===== src/verilog/dadc_pkg.sv =====
package dadc_pkg;

    // Printed register indices; the bus sees each as one word at index times four
    localparam logic [15:0] IDX_CTRL_ONE = 16'h7032;
    localparam logic [15:0] IDX_CTRL_TWO = 16'h7034;
    localparam logic [15:0] IDX_RESULT_ONE = 16'h7036;
    localparam logic [15:0] IDX_RESULT_TWO = 16'h7038;
    localparam int ADDR_W = 18;
    localparam logic [ADDR_W-1:0] ADDR_CTRL_ONE = {IDX_CTRL_ONE, 2'h0};
    localparam logic [ADDR_W-1:0] ADDR_CTRL_TWO = {IDX_CTRL_TWO, 2'h0};
    localparam logic [ADDR_W-1:0] ADDR_RESULT_ONE = {IDX_RESULT_ONE, 2'h0};
    localparam logic [ADDR_W-1:0] ADDR_RESULT_TWO = {IDX_RESULT_TWO, 2'h0};

    // Control one fields
    localparam int B_SUSP_SOFT = 15;
    localparam int B_SUSP_FREE = 14;
    localparam int B_IMM_START = 13;
    localparam int B_EN_ONE = 12;
    localparam int B_EN_TWO = 11;
    localparam int B_CONT_RUN = 10;
    localparam int B_IRQ_EN = 9;
    localparam int B_IRQ_FLAG = 8;
    localparam int B_CONV_ACT = 7;
    localparam int B_SEL_TWO = 4;
    localparam int B_SEL_ONE = 1;
    localparam int B_SW_START = 0;
    // Control two fields
    localparam int B_CMP_TRIG = 10;
    localparam int B_PIN_TRIG = 9;
    localparam int B_LVL_ONE = 6;
    localparam int B_LVL_TWO = 3;
    localparam int B_DIVIDER = 0;
    // Result word: data left aligned above this bit, zeros below
    localparam int B_RESULT = 6;

    localparam int RES_W = 10;
    localparam logic [1:0] FIFO_DEPTH = 2'h2;
    localparam logic [1:0] LVL_LOST = 2'h3;
    localparam logic [2:0] SAMPLE_TICKS = 3'h1;
    localparam logic [2:0] CONVERT_TICKS = 3'h5;
    localparam logic [2:0] TOTAL_TICKS = SAMPLE_TICKS + CONVERT_TICKS;

    typedef enum logic [1:0] {
        PH_IDLE = 2'h0,
        PH_SAMPLE = 2'h1,
        PH_CONVERT = 2'h3
    } dadc_phase_e;

    typedef struct packed {
        logic en_one;
        logic en_two;
        logic cont_run;
        logic irq_en;
        logic [2:0] sel_two;
        logic [2:0] sel_one;
        logic sw_start;
        logic cmp_trig;
        logic pin_trig;
    } dadc_cfg_s;

    typedef struct packed {
        logic [1:0][RES_W-1:0] data;
        logic [1:0] count;
        logic lost;
    } dadc_fifo_s;

    function automatic logic [5:0] divisor_of(input logic [2:0] code);
        unique case (code)
            3'h0: return 6'h04;
            3'h1: return 6'h06;
            3'h2: return 6'h08;
            3'h3: return 6'h0A;
            3'h4: return 6'h0C;
            3'h5: return 6'h10;
            3'h6: return 6'h14;
            3'h7: return 6'h20;
        endcase
    endfunction : divisor_of

    // Pop before push, so a read and a completion in one cycle both count
    function automatic dadc_fifo_s fifo_step(input dadc_fifo_s f, input logic push, input logic pop,
                                             input logic [RES_W-1:0] din);
        dadc_fifo_s o;
        o = f;
        if (pop && o.count != 2'h0) begin
            o.data[0] = o.data[1];
            o.count = o.count - 2'h1;
            o.lost = 1'b0;
        end
        if (push) begin
            if (o.count == FIFO_DEPTH) begin
                o.data[0] = o.data[1];
                o.data[1] = din;
                o.lost = 1'b1;
            end else begin
                o.data[o.count[0]] = din;
                o.count = o.count + 2'h1;
            end
        end
        return o;
    endfunction : fifo_step

    function automatic logic [1:0] fifo_level(input dadc_fifo_s f);
        return f.lost ? LVL_LOST : f.count;
    endfunction : fifo_level

endpackage : dadc_pkg

===== src/verilog/dadc_conv_if.sv =====
`timescale 1ns/1ps
interface dadc_conv_if;
    logic start;
    logic hold;
    logic [2:0] div_code;
    logic sampling;
    logic done;
    modport ctrl (output start, output hold, output div_code, input sampling, input done);
    modport timer (input start, input hold, input div_code, output sampling, output done);
endinterface : dadc_conv_if


===== src/verilog/dadc_conv_timer.sv =====
`timescale 1ns/1ps
module dadc_conv_timer
    import dadc_pkg::*;
(
    input wire logic mclk, // System clock
    input wire logic nrst, // Synchronous reset, low
    dadc_conv_if.timer cif // Conversion control
);

    typedef struct packed {
        dadc_phase_e phase;
        logic [5:0] cnt;
        logic [5:0] div;
        logic [2:0] ticks;
        logic done;
        logic sampling;
    } dadc_tmr_s;

    dadc_tmr_s st_reg;
    dadc_tmr_s st_next;

    always_comb begin
        st_next = st_reg;
        st_next.done = 1'b0;
        if (cif.start) begin
            // Divisor latched so a mid-conversion change waits for the next one
            st_next.phase = PH_SAMPLE;
            st_next.cnt = 6'h00;
            st_next.ticks = 3'h0;
            st_next.div = divisor_of(cif.div_code);
        end else if (!cif.hold) begin
            unique case (st_reg.phase)
                PH_IDLE: begin
                end
                PH_SAMPLE, PH_CONVERT: begin
                    if (st_reg.cnt == st_reg.div - 6'h01) begin
                        st_next.cnt = 6'h00;
                        st_next.ticks = st_reg.ticks + 3'h1;
                        if (st_reg.ticks == SAMPLE_TICKS - 3'h1) begin
                            st_next.phase = PH_CONVERT;
                        end
                        if (st_reg.ticks == TOTAL_TICKS - 3'h1) begin
                            st_next.phase = PH_IDLE;
                            st_next.done = 1'b1;
                        end
                    end else begin
                        st_next.cnt = st_reg.cnt + 6'h01;
                    end
                end
                default: st_next.phase = PH_IDLE;
            endcase
        end
        // Registered so the top-level pin comes straight from a flop
        st_next.sampling = (st_next.phase == PH_SAMPLE);
    end

    always_ff @(posedge mclk) begin
        if (!nrst) begin
            st_reg <= '0;
        end else begin
            st_reg <= st_next;
        end
    end

    assign cif.sampling = st_reg.sampling;
    assign cif.done = st_reg.done;
endmodule : dadc_conv_timer


===== src/verilog/dadc_ctrl.sv =====
// The implementer's own choice: register access over Avalon-MM.
`timescale 1ns/1ps
// Behaviour
// Immediate-start write begins conversion at once
// Disabled unit neither converts nor changes queue
// Shadowed writes apply at next conversion start
// Continuous bit repeats conversions back to back
// Interrupt request when flag and enable set
// Flag set by event, write one clears
// Busy status reads one during conversion
// Unit two select codes channels 9-16
// Unit one select codes channels 1-8
// Software start bit requests a conversion
// No start without an enabled unit
// Suspend: free runs, soft finishes, else halt
// Compare-match start gated by its enable
// Pin start gated by its enable
// Pin held over seven clocks restarts once
// Reserved control-two bits ignore writes
// Unit one queue level: 0,1,2,lost
// Unit two queue level, same encoding
// Two-deep queue, third result drops oldest
// Divider code selects 4 to 32
// Result left aligned, low six bits zero
// One sample plus five convert ticks
// Every completion sets the interrupt flag
// Result read pops oldest entry
// Busy from any start until results written
module dadc_ctrl
    import dadc_pkg::*;
#(
    parameter int PIN_LONG_CYCLES = 7 // Pin high length to exceed for a repeat
)(
    input wire logic mclk, // System clock, 200 MHz
    input wire logic nrst, // Synchronous reset, low
    input wire logic [ADDR_W-1:0] avs_address, // Byte address
    input wire logic avs_read, // Read request
    input wire logic avs_write, // Write request
    input wire logic [31:0] avs_writedata, // Write data
    input wire logic [3:0] avs_byteenable, // Byte lanes
    output logic [31:0] avs_readdata, // Read data
    output logic avs_waitrequest, // Stall
    input wire logic ev_compare_match, // Timer event unit compare pulse
    input wire logic pin_start_pulse, // External start pin level
    input wire logic emu_suspend, // Debugger suspend request
    input wire logic [RES_W-1:0] unit_one_data, // Unit one converter output
    input wire logic [RES_W-1:0] unit_two_data, // Unit two converter output
    output logic [2:0] unit_one_input_select, // Unit one mux code
    output logic [2:0] unit_two_input_select, // Unit two mux code
    output logic unit_one_active, // Unit one takes part
    output logic unit_two_active, // Unit two takes part
    output logic unit_sampling, // Sample-and-hold window
    output logic irq_request // Interrupt request
);

    if (PIN_LONG_CYCLES < 1 || PIN_LONG_CYCLES > 14) begin : g_bad_pin
        $error("PIN_LONG_CYCLES must lie in 1..14");
    end

    localparam logic [3:0] PIN_LONG = 4'(PIN_LONG_CYCLES);

    typedef struct packed {
        logic wreq;
        logic [31:0] rdata;
        logic irq;
        dadc_cfg_s sh;
        dadc_cfg_s act;
        logic susp_soft;
        logic susp_free;
        logic flag;
        logic [2:0] div_code;
        logic busy;
        logic imm;
        logic rerun;
        logic pin_pend;
        logic pin_prev;
        logic [3:0] pin_cnt;
        logic start;
        logic hold;
        dadc_fifo_s [1:0] fifo;
    } dadc_ctrl_s;

    dadc_ctrl_s st_reg;
    dadc_ctrl_s st_next;

    dadc_conv_if cif ();

    dadc_conv_timer u_timer (
        .mclk(mclk),
        .nrst(nrst),
        .cif(cif.timer)
    );

    logic req_first;
    logic wr_now;
    logic rd_now;
    logic conv_end;
    logic blocked;
    logic any_en;
    logic pin_rise;
    logic go;
    logic flag_clr;
    logic [1:0] push;
    logic [1:0] pop;
    logic [31:0] rd_word;

    always_comb begin
        st_next = st_reg;
        st_next.start = 1'b0;
        // Wait state on first cycle of every request; answer registered one edge later
        req_first = (avs_read || avs_write) && st_reg.wreq;
        wr_now = avs_write && !st_reg.wreq;
        rd_now = avs_read && req_first;
        st_next.wreq = !req_first;
        conv_end = st_reg.busy && cif.done;
        blocked = emu_suspend && !st_reg.susp_free;
        any_en = st_reg.sh.en_one || st_reg.sh.en_two;
        pin_rise = pin_start_pulse && !st_reg.pin_prev && st_reg.act.pin_trig;
        flag_clr = 1'b0;
        push = 2'b00;
        pop = 2'b00;

        // Read mux; queue pops on the same edge that captures the word
        rd_word = 32'h0000_0000;
        unique case (avs_address)
            ADDR_CTRL_ONE: begin
                rd_word[B_SUSP_SOFT] = st_reg.susp_soft;
                rd_word[B_SUSP_FREE] = st_reg.susp_free;
                rd_word[B_EN_ONE] = st_reg.sh.en_one;
                rd_word[B_EN_TWO] = st_reg.sh.en_two;
                rd_word[B_CONT_RUN] = st_reg.sh.cont_run;
                rd_word[B_IRQ_EN] = st_reg.sh.irq_en;
                rd_word[B_IRQ_FLAG] = st_reg.flag;
                rd_word[B_CONV_ACT] = st_reg.busy;
                rd_word[B_SEL_TWO +: 3] = st_reg.sh.sel_two;
                rd_word[B_SEL_ONE +: 3] = st_reg.sh.sel_one;
                rd_word[B_SW_START] = st_reg.sh.sw_start;
            end
            ADDR_CTRL_TWO: begin
                rd_word[B_CMP_TRIG] = st_reg.sh.cmp_trig;
                rd_word[B_PIN_TRIG] = st_reg.sh.pin_trig;
                rd_word[B_LVL_ONE +: 2] = fifo_level(st_reg.fifo[0]);
                rd_word[B_LVL_TWO +: 2] = fifo_level(st_reg.fifo[1]);
                rd_word[B_DIVIDER +: 3] = st_reg.div_code;
            end
            ADDR_RESULT_ONE: begin
                if (st_reg.fifo[0].count != 2'h0) begin
                    rd_word[B_RESULT +: RES_W] = st_reg.fifo[0].data[0];
                end
                pop[0] = rd_now;
            end
            ADDR_RESULT_TWO: begin
                if (st_reg.fifo[1].count != 2'h0) begin
                    rd_word[B_RESULT +: RES_W] = st_reg.fifo[1].data[0];
                end
                pop[1] = rd_now;
            end
            default: rd_word = 32'h0000_0000;
        endcase
        if (rd_now) begin
            st_next.rdata = rd_word;
        end

        // External pin: edge starts, a long level earns one more start
        st_next.pin_prev = pin_start_pulse;
        if (!pin_start_pulse) begin
            st_next.pin_cnt = 4'h0;
        end else if (st_reg.pin_cnt != PIN_LONG + 4'h1) begin
            st_next.pin_cnt = st_reg.pin_cnt + 4'h1;
        end
        if (pin_start_pulse && st_reg.pin_cnt == PIN_LONG && st_reg.act.pin_trig) begin
            st_next.pin_pend = 1'b1;
        end

        // Completion: both enabled units store, flag raised
        if (conv_end) begin
            push[0] = st_reg.act.en_one;
            push[1] = st_reg.act.en_two;
            st_next.busy = 1'b0;
            st_next.rerun = st_reg.act.cont_run;
        end

        // Immediate start aborts a running conversion; other sources wait for idle
        go = any_en && !blocked && (st_reg.imm || (!st_reg.busy && (st_reg.sh.sw_start
             || st_reg.pin_pend || st_reg.rerun || pin_rise
             || (ev_compare_match && st_reg.act.cmp_trig))));
        if (go) begin
            st_next.act = st_reg.sh;
            st_next.busy = 1'b1;
            st_next.start = 1'b1;
            st_next.sh.sw_start = 1'b0;
            st_next.imm = 1'b0;
            st_next.pin_pend = 1'b0;
            st_next.rerun = 1'b0;
        end else if (!st_reg.busy) begin
            // Idle: working copy follows the shadow, frozen once running
            st_next.act = st_reg.sh;
        end
        if (st_reg.busy && !conv_end) begin
            st_next.rerun = 1'b0;
        end
        // Soft suspend finishes the current conversion, then no new start
        st_next.hold = blocked && !st_reg.susp_soft;

        // Register writes, taken on the completing edge
        if (wr_now && avs_address == ADDR_CTRL_ONE) begin
            if (avs_byteenable[1]) begin
                st_next.susp_soft = avs_writedata[B_SUSP_SOFT];
                st_next.susp_free = avs_writedata[B_SUSP_FREE];
                if (avs_writedata[B_IMM_START]) begin
                    st_next.imm = 1'b1;
                end
                st_next.sh.en_one = avs_writedata[B_EN_ONE];
                st_next.sh.en_two = avs_writedata[B_EN_TWO];
                st_next.sh.cont_run = avs_writedata[B_CONT_RUN];
                st_next.sh.irq_en = avs_writedata[B_IRQ_EN];
                flag_clr = avs_writedata[B_IRQ_FLAG];
            end
            if (avs_byteenable[0]) begin
                st_next.sh.sel_two = avs_writedata[B_SEL_TWO +: 3];
                st_next.sh.sel_one = avs_writedata[B_SEL_ONE +: 3];
                if (avs_writedata[B_SW_START]) begin
                    st_next.sh.sw_start = 1'b1;
                end
            end
        end
        if (wr_now && avs_address == ADDR_CTRL_TWO) begin
            // Only implemented fields are stored; reserved bits have no storage
            if (avs_byteenable[1]) begin
                st_next.sh.cmp_trig = avs_writedata[B_CMP_TRIG];
                st_next.sh.pin_trig = avs_writedata[B_PIN_TRIG];
            end
            if (avs_byteenable[0]) begin
                st_next.div_code = avs_writedata[B_DIVIDER +: 3];
            end
        end

        // Set wins over a clear in the same cycle
        st_next.flag = (st_reg.flag && !flag_clr) || conv_end;
        st_next.irq = st_reg.flag && st_reg.act.irq_en;

        st_next.fifo[0] = fifo_step(st_reg.fifo[0], push[0], pop[0], unit_one_data);
        st_next.fifo[1] = fifo_step(st_reg.fifo[1], push[1], pop[1], unit_two_data);
    end

    always_ff @(posedge mclk) begin
        if (!nrst) begin
            st_reg <= '0;
            st_reg.wreq <= 1'b1;
        end else begin
            st_reg <= st_next;
        end
    end

    assign cif.start = st_reg.start;
    assign cif.hold = st_reg.hold;
    assign cif.div_code = st_reg.div_code;

    assign avs_readdata = st_reg.rdata;
    assign avs_waitrequest = st_reg.wreq;
    assign irq_request = st_reg.irq;
    assign unit_one_input_select = st_reg.act.sel_one;
    assign unit_two_input_select = st_reg.act.sel_two;
    assign unit_one_active = st_reg.act.en_one;
    assign unit_two_active = st_reg.act.en_two;
    assign unit_sampling = cif.sampling;
endmodule : dadc_ctrl


===== config.mk =====
export PLATFORM = sky130hd
export DESIGN_NAME = dadc_ctrl
export DESIGN_NICKNAME = d
export VERILOG_FILES = /design/src/verilog/dadc_pkg.sv /design/src/verilog/dadc_conv_if.sv /design/src/verilog/dadc_conv_timer.sv /design/src/verilog/dadc_ctrl.sv
export SDC_FILE = /design/constraint.sdc
export NUM_CORES = 1
export LEC_CHECK = 0
export CAP_MARGIN = 20
export CORE_MARGIN = 2
export CORE_UTILIZATION = 60
export CTS_CLUSTER_DIAMETER = 120
export DETAILED_ROUTE_END_ITERATION = 16
export DONT_BUFFER_PORTS = 1
export GPL_ROUTABILITY_DRIVEN = 1
export PLACE_DENSITY = 0.75
export SLEW_MARGIN = 30
export SYNTH_ARGS = -nofsm -noshare
export SYNTH_HDL_FRONTEND = slang
export SYNTH_SLANG_ARGS = --single-unit

===== constraint.sdc =====
create_clock -name mclk -period 5.8 [get_ports mclk]
set_clock_uncertainty 0.2 [all_clocks]
set_input_delay 1.16 -clock mclk [delete_from_list [all_inputs] [get_ports mclk]]
set_output_delay 1.16 -clock mclk [all_outputs]
set_load 0.05 [all_outputs]

==> results of run 1 <==
per-stage QoR:
stage	cells	setup WS, ns	area (µm²)	hold WS, ns	util (%)
6_report	748	1.652	6284	0.2809	67.68
5_1_grt	748	1.460	6284	0.2956	67.68
4_1_cts	748	1.665	6284	0.2808	67.68
3_5_place_dp	716	1.148	5623	0.2603	60.57
3_3_place_gp	716	1.253	5623	0.2493	60.57
2_1_floorplan	651	1.823	5843	0.2182	-
critical path, delay by kind of cell:
kind,cells,cell delay (ns)
AO/OA/AOI/OAI,2,0.90
AND/OR/NAND/NOR,3,1.62
buffers and inverters,1,0.13
multiplexers,1,0.27
adder cells (fa/ha/maj),1,0.30
cells in the mapped netlist (3+ instances only):
library cell,number,share of area (%)
sky130_fd_sc_hd__nand2_1,36,2.3
sky130_fd_sc_hd__buf_4,38,4.9
sky130_fd_sc_hd__a22o_1,20,3.0
sky130_fd_sc_hd__nor2_1,82,5.3
sky130_fd_sc_hd__nand3b_1,3,0.39
sky130_fd_sc_hd__xnor2_1,11,1.7
sky130_fd_sc_hd__o221ai_1,16,2.4
sky130_fd_sc_hd__a21oi_1,43,3.7
sky130_fd_sc_hd__nand4_1,3,0.32
sky130_fd_sc_hd__dfxtp_1,124,43
sky130_fd_sc_hd__nor2b_1,7,0.76
sky130_fd_sc_hd__nand3_1,12,1.0
sky130_fd_sc_hd__o21ai_0,23,2.0
sky130_fd_sc_hd__or3_1,3,0.32
sky130_fd_sc_hd__buf_2,5,0.43
sky130_fd_sc_hd__mux2i_1,33,5.7
sky130_fd_sc_hd__xor2_1,7,1.1
sky130_fd_sc_hd__nand2b_1,9,0.97
sky130_fd_sc_hd__a221oi_1,7,1.1
sky130_fd_sc_hd__a222oi_1,7,1.2
sky130_fd_sc_hd__and3_1,5,0.54
sky130_fd_sc_hd__o22ai_1,3,0.32
sky130_fd_sc_hd__nor3_1,7,0.61
sky130_fd_sc_hd__and2_1,3,0.32
sky130_fd_sc_hd__o2bb2ai_1,9,1.4
sky130_fd_sc_hd__clkbuf_1,23,1.5
sky130_fd_sc_hd__ha_1,17,3.7
sky130_fd_sc_hd__inv_1,28,1.8
sky130_fd_sc_hd__a31oi_1,3,0.32
sky130_fd_sc_hd__nor4_1,3,0.32
sky130_fd_sc_hd__a22oi_1,4,0.52
how the worst min path moves through the flow:
stage,from,end,cells after the start
final,st_reg[19]$_SDFFE_PN0P_,st_reg[19]$_SDFFE_PN0P_,1
after global routing,st_reg[13]$_SDFFE_PN0P_,st_reg[13]$_SDFFE_PN0P_,1
after CTS,st_reg[22]$_SDFFE_PN0P_,st_reg[22]$_SDFFE_PN0P_,1
after detailed placement,st_reg[19]$_SDFFE_PN0P_,st_reg[19]$_SDFFE_PN0P_,1
after global placement,st_reg[53]$_SDFFE_PP0P_,st_reg[53]$_SDFFE_PP0P_,2
after floorplan,st_reg[62]$_SDFFE_PN0P_,cif.hold$_SDFF_PN0_,1
cells by family (layout without fill, tap and decap cells):
group | after synthesis | in the layout
xor gates and xnor gates | 19 | 19
muxes | 35 | 35
buffers and inverters | 96 | 64
other | 1 | 16
and+or+nand+nor | 191 | 191
adders and majority gates | 17 | 17
DFF | 124 | 124
AOI/OAI and AO/OA | 153 | 153
layer usage:
layer  track usage (%)  vias up
met5                 0        -
met4             10.05        0
met3             8.618       26
met2             45.80      175
met1             32.31     2175
li1                  -     2165
area by class of cell:
type	count	area, µm²	area share [%]
inverters	28	105.1	1.673
clock buffers	18	417.9	6.651
repair buffers	4	30.03	0.4779
multi-input cells	431	2844	45.26
flip-flops and latches	124	2482	39.51
clock inverters	14	242.7	3.863
well taps	129	161.4	2.569
report_power, final:
part,switching [W],internal [W]
combinational,0.0000463,0.00000943
sequential,0.0000134,0.000856
clock,0.000398,0.000787
total,0.000457,0.00165
==> flow_summary.json, run 1 <==
{
  "post_synth_instance_area_um2": 5787,
  "placement.io_buffers": 0,
  "core_region_area_um2": 9284,
  "cp-start-kind": "input port",
  "drive_gt1_share_pct": 7.916,
  "post_synth_xor_area_fraction_pct": 3.200,
  "detailroute.via_count": 4541,
  "postSynthCellCount": 636,
  "final.fill_count": 731,
  "first_global_vias": 4320,
  "final_common_cell": "sky130_fd_sc_hd__dfxtp_1",
  "antenna_cells_inserted": 0,
  "fp.dieH_um": 102.2,
  "dieArea_um2": 10450,
  "slack_of_the_worst_reg_to_reg_path_ns": 1.90,
  "rsz0062_at_grt": "no",
  "yosys_register_bits": 124,
  "place.gp.congestion": 0.8667,
  "final.period_utilization_pct": 71.52,
  "maxCapViolCount": 0,
  "ir_worst_vdd_mv": 0.1929,
  "achievable-frequency_mhz": 241.1,
  "finalHoldViolations": 0,
  "combinational_family_with_the_most_area_after_synthesis": "compound AO/OA/AOI/OAI gates",
  "synth_top_flop_cell": "sky130_fd_sc_hd__dfxtp_1",
  "drt_pass1_iterations": 5,
  "route.met3.wl_um": 1028,
  "p_leak_nw": 2.384,
  "cts-htree-levels": 4,
  "synth.area.mux_share_pct": 6.097,
  "synth_simple_gate_area_share_pct": 16.32,
  "r2r-end": "st_reg[12]$_SDFF_PN0_",
  "crit_path_start": "avs_address[17]",
  "area.growth.synth_to_final_pct": 8.584,
  "number_of_buffers_inserted_by_post_cts_setup_repair": 0,
  "clock_tree.root_cell": "sky130_fd_sc_hd__clkbuf_8",
  "layout.nets": 704,
  "final.setup.tns_ns": 0,
  "grt_use_total_pct": 27.07,
  "rr_startpoint": "avs_waitrequest$_SDFF_PN1_",
  "synth-compound-area-share_pct": 18.81,
  "status": "completed",
  "timing.critical_path.required_ns": 6.06,
  "placementRows": 35,
  "antenna_violations_before_repair": 0,
  "critPathCaptureType": "flip-flop",
  "detail_route.vias_per_cell": 6.071,
  "wl_per_cell_um": 18.34,
  "slowest_stage_cell_cp": "sky130_fd_sc_hd__or4_4",
  "first_pass_grt_wire_length_um": 21580,
  "overflow": 0,
  "cts_resized": 0,
  "initialDrtViolationCount": 290,
  "worst_slew_pin_slew_ns": 0.8849,
  "slew-limit-headroom_pct": 40.61,
  "final_antenna_net_count": 0,
  "ys_types": 63,
  "synth_edf_count": 0,
  "totalPowerFinal_w": 0.002110,
  "ys_warn_count": 0,
  "syn_area_per_cell_um2": 9.099,
  "cts_inserted_buffers": 17,
  "routed_wl_um": 13720,
  "boundaryPins": 124,
  "asyncSetResetFlopFracSynth_pct": 0,
  "layout.cells.most_common_list": "sky130_fd_sc_hd__dfxtp_1, sky130_fd_sc_hd__nor2_1, sky130_fd_sc_hd__a21oi_1, sky130_fd_sc_hd__nand2_1, sky130_fd_sc_hd__mux2i_1",
  "period_needed_ns": 4.148,
  "top_layer": "met4",
  "met1Wirelength_um": 5729,
  "clk_path_buf_depth": 2,
  "drv_slew": 0,
  "post_synth_fa_ha_maj_area_fraction_pct": 3.676,
  "cts_hold_buffers": 0,
  "wl_met2_um": 6613,
  "timing.critical_path.arrival_ns": 4.41,
  "min_path_type": "reg2reg",
  "largest_net_degree_at_the_start_of_global_routing": 46,
  "numClockSinks": 124,
  "worst_setup_path_endpoint": "st_reg[43]$_SDFFE_PN0P_",
  "place_hpwl_um": 9477,
  "drt_drc_violations_left": 0,
  "worst_skew_pair.late_latency_ns": 0.52,
  "fp.dieW_um": 102.2,
  "tritoncts": "built",
  "ff2ff_path_depth": 8,
  "path_cells": "nor4b_1, nand3_1, or4_4, mux2i_1, ha_1, inv_1, a2111oi_4, a22o_1",
  "finalSetupViolCount": 0,
  "cellPowerDensity_nw_per_um2": 335.7,
  "synth_sequential_area_ratio_pct": 42.90,
  "largest_register_ffs": 75,
  "critical_path_class": "in2reg",
  "worst-path-max-fanout": 11,
  "cpPeakStageDelay_ns": 0.76,
  "floorplan.initialDensity_pct": 62.33,
  "cts.reportedPaths.clkPinSlew_ns": 0.06
}
Note: power is estimated with default switching activity, not from simulation.
==> run 2: changes to the inputs <==
clock period = 4.1 ns   (was 5.8 ns; I/O delays follow)
==> run 2 against run 1 <==
Net effect:
- count of clock-buffer cells in the layout grew 6
- largest power group unchanged
- die area unchanged
- via count up 0.20%
- register-to-register slack worse by 1.7 ns
- sequential share of layout area up 0.063 points
- sequential power up 41%
- cell area is 0.16% lower
- total power rose by 32%
==> flow_summary.json, run 2 (synthesized netlist as in run 1, its figures left out) <==
{
  "status": "completed",
  "tritoncts": "built",
  "number_of_buffers_inserted_by_post_cts_setup_repair": 0,
  "critical_path_buf_inv_count": 2,
  "cts-htree-levels": 4,
  "floorplan.initialDensity_pct": 62.33,
  "layout.nets": 713,
  "critical_path_cell_count": 9,
  "boundaryPins": 124,
  "cts.reportedPaths.clkPinSlew_ns": 0.06,
  "finalSetupViolCount": 0,
  "cellPowerDensity_nw_per_um2": 444.3,
  "critical_path_class": "reg2reg",
  "worst_skew_pair.late_latency_ns": 0.51,
  "ir_worst_vdd_mv": 0.2495,
  "antenna_cells_inserted": 0,
  "place_hpwl_um": 9621,
  "final_common_cell": "sky130_fd_sc_hd__dfxtp_1",
  "dieArea_um2": 10450,
  "area.growth.synth_to_final_pct": 8.411,
  "drive_gt1_share_pct": 8.612,
  "period_needed_ns": 3.940,
  "overflow": 0,
  "placementRows": 35,
  "fin_util_pct": 67.57,
  "layout.cells.most_common_list": "sky130_fd_sc_hd__dfxtp_1, sky130_fd_sc_hd__nor2_1, sky130_fd_sc_hd__a21oi_1, sky130_fd_sc_hd__nand2_1, sky130_fd_sc_hd__mux2i_1",
  "multi_input_area_um2": 2844,
  "slowest_stage_cell_cp": "sky130_fd_sc_hd__a2111oi_4",
  "achievable-frequency_mhz": 253.8,
  "wl_per_cell_um": 17.84,
  "worstHoldPathCells": 1,
  "first_pass_grt_wire_length_um": 21260,
  "rsz0062_at_grt": "no",
  "core_region_area_um2": 9284,
  "final_antenna_net_count": 0,
  "finalHoldViolations": 0,
  "maxCapViolCount": 0,
  "min_path_type": "in2reg",
  "cp_delay_by_family_top": "simple AND/OR/NAND/NOR gates",
  "routed_wl_um": 13490,
  "timing.critical_path.required_ns": 4.35,
  "detailroute.via_count": 4550,
  "cts_hold_buffers": 0,
  "fp.dieH_um": 102.2,
  "drv_slew": 0,
  "cts_inserted_buffers": 17,
  "final.fill_count": 773,
  "post-route-cell-area_um2": 6274,
  "grt_use_total_pct": 26.44,
  "cp-start-kind": "flip-flop",
  "worst-path-max-fanout": 10,
  "drt_drc_violations_left": 0,
  "detail_route.vias_per_cell": 6.019,
  "antenna_violations_before_repair": 0,
  "placement.io_buffers": 0,
  "worst_slew_pin_slew_ns": 0.8315,
  "timing.critical_path.arrival_ns": 4.19,
  "path_cells": "inv_1, ha_1, or4b_4, or4_4, mux2i_1, ha_1, inv_1, a2111oi_4, a22o_1",
  "critPathCaptureType": "flip-flop",
  "place.gp.congestion": 0.8591,
  "slew-limit-headroom_pct": 44.19,
  "ff2ff_path_depth": 9,
  "clock_tree.root_cell": "sky130_fd_sc_hd__clkbuf_8",
  "largest_register_ffs": 75,
  "placed_cell_areas_um2": 5690,
  "clk_path_buf_depth": 2,
  "cts_resized": 0,
  "drt_pass1_iterations": 6,
  "final.period_utilization_pct": 96.10,
  "p_leak_nw": 2.399,
  "cpPeakStageDelay_ns": 0.67,
  "largest_net_degree_at_the_start_of_global_routing": 42,
  "numClockSinks": 124,
  "fp.dieW_um": 102.2,
  "initialDrtViolationCount": 327,
  "first_global_vias": 4261,
  "regArea_um2": 2482
}
run 2: cell count changes in the layout (fill, tap and decap cells not counted), sizes merged:
cell | before | now
inv | 28 | 27
bufinv | 6 | 3
buf | 4 | 13
clkinvlp | 3 | 1
clkinv | 5 | 4
clkbuf | 18 | 24
run 2: worst reg2reg max path: stages (launching register included):
cell                        delay [ns]
sky130_fd_sc_hd__dfxtp_1          0.46
sky130_fd_sc_hd__inv_1            0.17
sky130_fd_sc_hd__ha_1             0.24
sky130_fd_sc_hd__or4b_4           0.54
sky130_fd_sc_hd__or4_4            0.62
sky130_fd_sc_hd__mux2i_1          0.30
sky130_fd_sc_hd__ha_1             0.31
sky130_fd_sc_hd__inv_1            0.14
sky130_fd_sc_hd__a2111oi_4        0.67
sky130_fd_sc_hd__a22o_1           0.24
run 2: path summary, 6_finish.rpt:
| path | endpoint | start | slack, ns |
|---|---|---|---|
| min | avs_waitrequest$_SDFF_PN1_ | nrst | 0.21 |
| min reg2reg | st_reg[54]$_SDFFE_PP0P_ | st_reg[54]$_SDFFE_PP0P_ | 0.27 |
| max reg2reg | st_reg[43]$_SDFFE_PN0P_ | st_reg[24]$_SDFF_PN0_ | 0.16 |
| max | st_reg[43]$_SDFFE_PN0P_ | st_reg[24]$_SDFF_PN0_ | 0.16 |
run 2: layer usage:
| layer | track usage (%) | vias up | share of wire, % |
|---|---|---|---|
| li1 | - | 2184 | - |
| met1 | 33.69 | 2169 | 42 |
| met2 | 42.31 | 171 | 47 |
| met3 | 6.703 | 26 | 7.6 |
| met4 | 12.21 | 0 | 2.9 |
| met5 | 0 | - | 0 |
run 2: power breakdown:
part / switching [W] / internal, W / total (W)
logic: 0.0000663 / 0.0000159 / 0.0000821
registers: 0.0000188 / 0.00121 / 0.00123
clock network: 0.000507 / 0.000968 / 0.00147
run 2: final cells by class:
cell class                      instances  area share, %
Multi-Input combinational cell        431          45.33
Sequential cell                       124          39.57
Clock buffer                           24          7.499
Tap cell                              129          2.573
Clock inverter                          7          1.795
Inverter                               28          1.675
Timing Repair Buffer                   13          1.556
run 2: per-stage QoR:
stage / hold slack [ns] / total power [W] / setup slack, ns / setup TNS, ns / std cells
2_1_floorplan: 0.2182 / 0.001344 / 0.4625 / 0 / 651
3_3_place_gp: 0.2488 / 0.001336 / 0.1414 / 0 / 725
3_5_place_dp: 0.2576 / 0.001337 / -0.01745 / -0.03737 / 725
4_1_cts: 0.1884 / 0.002803 / 0.1942 / 0 / 756
5_1_grt: 0.2070 / 0.002858 / 0.002149 / 0 / 756
6_report: 0.2086 / 0.002787 / 0.1599 / 0 / 756
==> run 3: changes to the inputs <==
CORE_UTILIZATION = 43   (was 60)
PLACE_DENSITY = 0.57   (was 0.75)
==> run 3 against run 2 <==
Net effect:
- combinational power decreased by 2%
- critical path depth is 1 higher
- maximum frequency rose by 6.7%
- first-iteration DRC count down 34%
- utilization down 19 points
- wire length increased by 5.1%
- register-to-register slack improved by 0.25 ns
- total power is 1.1% higher
- sequential share of layout area shrank 0.66 points
- global-route usage down 5.7 points
- sequential power about the same
- non-clock buffer count is 5 higher
==> flow_summary.json, run 3 (synthesized netlist as in run 1, its figures left out) <==
{
  "worst-path-max-fanout": 7,
  "slew-limit-headroom_pct": 48.54,
  "slack_of_the_worst_reg_to_reg_path_ns": 0.41,
  "core_region_area_um2": 13190,
  "antenna_cells_inserted": 0,
  "worstHoldPathCells": 2,
  "fin_hold_ws_ns": 0.2645,
  "largest_net_degree_at_the_start_of_global_routing": 34,
  "largest_register_ffs": 75,
  "fin_util_pct": 48.37,
  "top_layer": "met4",
  "slowest_stage_cell_cp": "sky130_fd_sc_hd__or4_4",
  "power_frac_seq_pct": 43.7,
  "first_global_vias": 4435,
  "layout.cells.most_common_list": "sky130_fd_sc_hd__dfxtp_1, sky130_fd_sc_hd__nor2_1, sky130_fd_sc_hd__a21oi_1, sky130_fd_sc_hd__nand2_1, sky130_fd_sc_hd__mux2i_1",
  "clk_path_buf_depth": 2,
  "numClockSinks": 124,
  "timing.hold.worst.start": "st_reg[54]$_SDFFE_PP0P_",
  "clock_tree.root_cell": "sky130_fd_sc_hd__clkbuf_16",
  "ff2ff_path_depth": 10,
  "tritoncts": "built",
  "place.gp.congestion": 0.8434,
  "combPwrFrac_pct": 2.9,
  "cellPowerDensity_nw_per_um2": 441.7,
  "post-route-cell-area_um2": 6380,
  "cp-start-kind": "flip-flop",
  "worst_skew_pair.late_latency_ns": 0.42,
  "clock_power_share_pct": 53.4,
  "final_antenna_net_count": 0,
  "path_cells": "inv_1, ha_1, or4b_4, or4_4, mux2i_1, ha_1, buf_4, a32oi_1, o221ai_1, a21oi_1",
  "cpPeakStageDelay_ns": 0.62,
  "cts-htree-levels": 4,
  "finalHoldViolations": 0,
  "overflow": 0,
  "grt_use_total_pct": 20.78,
  "final.period_utilization_pct": 90.08,
  "first_pass_grt_wire_length_um": 23130,
  "wl_met2_um": 6819,
  "floorplan.initialDensity_pct": 43.87,
  "fp.dieW_um": 120.0,
  "rsz0062_at_grt": "no",
  "final_common_cell": "sky130_fd_sc_hd__dfxtp_1",
  "critPathMostFrequentCell": "sky130_fd_sc_hd__ha_1",
  "power_switching_share_pct": 21.16,
  "intPower_w": 0.002221,
  "ir_worst_vdd_mv": 0.2640,
  "fp.dieH_um": 120.0,
  "final.setup.tns_ns": 0,
  "detail_route.vias_per_cell": 5.504,
  "power_switching_w": 0.0005962,
  "antenna_violations_before_repair": 0,
  "number_of_buffers_inserted_by_post_cts_setup_repair": 0,
  "worst_slew_pin_slew_ns": 0.7703,
  "min_delay_worst_endpoint": "st_reg[54]$_SDFFE_PP0P_",
  "wl_per_cell_um": 17.55,
  "placementRows": 42,
  "cts_inserted_buffers": 17,
  "drv_slew": 0,
  "timing.critical_path.arrival_ns": 3.83,
  "layout.nets": 718,
  "dieArea_um2": 14400,
  "placement.setup.worst_slack_ns": 0.1752,
  "place_hpwl_um": 10330,
  "cts.reportedPaths.clkPinSlew_ns": 0.05,
  "placed_cell_areas_um2": 5787,
  "critical_path_class": "reg2reg",
  "route.met3.wl_um": 762,
  "timing.critical_path.required_ns": 4.24,
  "placement.io_buffers": 0,
  "cts_hold_buffers": 0,
  "rr_startpoint": "st_reg[24]$_SDFF_PN0_",
  "finalSetupViolCount": 0,
  "initialDrtViolationCount": 216,
  "layout_setup_ws_ns": 0.4066,
  "area.growth.synth_to_final_pct": 10.25,
  "maxCapViolCount": 0,
  "boundaryPins": 124,
  "final.fill_count": 1248,
  "period_needed_ns": 3.693,
  "drt_pass1_iterations": 9,
  "achievable-frequency_mhz": 270.8,
  "critPathCaptureType": "flip-flop",
  "detailroute.via_count": 4447,
  "cts_resized": 0,
  "status": "completed",
  "r2r-end": "st_reg[35]$_SDFF_PN0_",
  "met1Wirelength_um": 6301,
  "p_leak_nw": 2.438,
  "drive_gt1_share_pct": 9.652,
  "drt_drc_violations_left": 0,
  "min_path_type": "reg2reg",
  "routed_wl_um": 14180
}
run 3: power groups by stage:
| stage | registers, W | logic, W | clock network [W] |
|---|---|---|---|
| floorplan | 0.00124 | 0.000101 | 0 |
| CTS | 0.00123 | 0.0000804 | 0.00153 |
| finish | 0.00123 | 0.0000805 | 0.00151 |
| global placement | 0.00126 | 0.0000799 | 0 |
| global route | 0.00123 | 0.0000873 | 0.00159 |
| detailed placement | 0.00126 | 0.0000802 | 0 |
run 3: critical path: cells and delay by family (launching register included):
family | cells | cell delay, ns
muxes | 1 | 0.19
and+or+nand+nor | 2 | 1.15
DFF | 1 | 0.44
AOI/OAI and AO/OA | 3 | 0.89
adders and majority gates | 2 | 0.44
buffers and inverters | 2 | 0.31
run 3: cell type report:
| class | count | area [µm²] | area share (%) |
|---|---|---|---|
| Clock buffer | 23 | 478.0 | 7.492 |
| Tap cell | 176 | 220.2 | 3.452 |
| Multi-Input combinational cell | 431 | 2844 | 44.58 |
| Timing Repair Buffer | 18 | 135.1 | 2.118 |
| Clock inverter | 8 | 115.1 | 1.804 |
| Sequential cell | 124 | 2482 | 38.91 |
| Inverter | 28 | 105.1 | 1.647 |
run 3: metrics by stage:
| stage | power (W) | std cells |
|---|---|---|
| floorplan | 0.001344 | 651 |
| global placement | 0.001337 | 777 |
| detailed placement | 0.001337 | 777 |
| CTS | 0.002845 | 808 |
| global route | 0.002909 | 808 |
| finish | 0.002818 | 808 |
run 3: routing by layer:
layer	up-vias	GRT usage (%)
met3	21	6.749
met1	2109	25.56
met2	126	33.77
met5	-	0
li1	2191	-
met4	0	7.941
run 3: how the worst max path moves through the flow:
stage                               start                 endpoint  slack [ns]
floorplan                 avs_address[17]    st_reg[11]$_SDFF_PN0_        0.46
detailed placement         avs_address[8]  st_reg[44]$_SDFFE_PN0P_        0.18
CTS                 st_reg[24]$_SDFF_PN0_  st_reg[42]$_SDFFE_PN0P_        0.38
global placement          avs_address[17]  st_reg[44]$_SDFFE_PN0P_        0.22
global route        st_reg[24]$_SDFF_PN0_    st_reg[30]$_SDFF_PN0_        0.15
finish              st_reg[24]$_SDFF_PN0_    st_reg[35]$_SDFF_PN0_        0.41
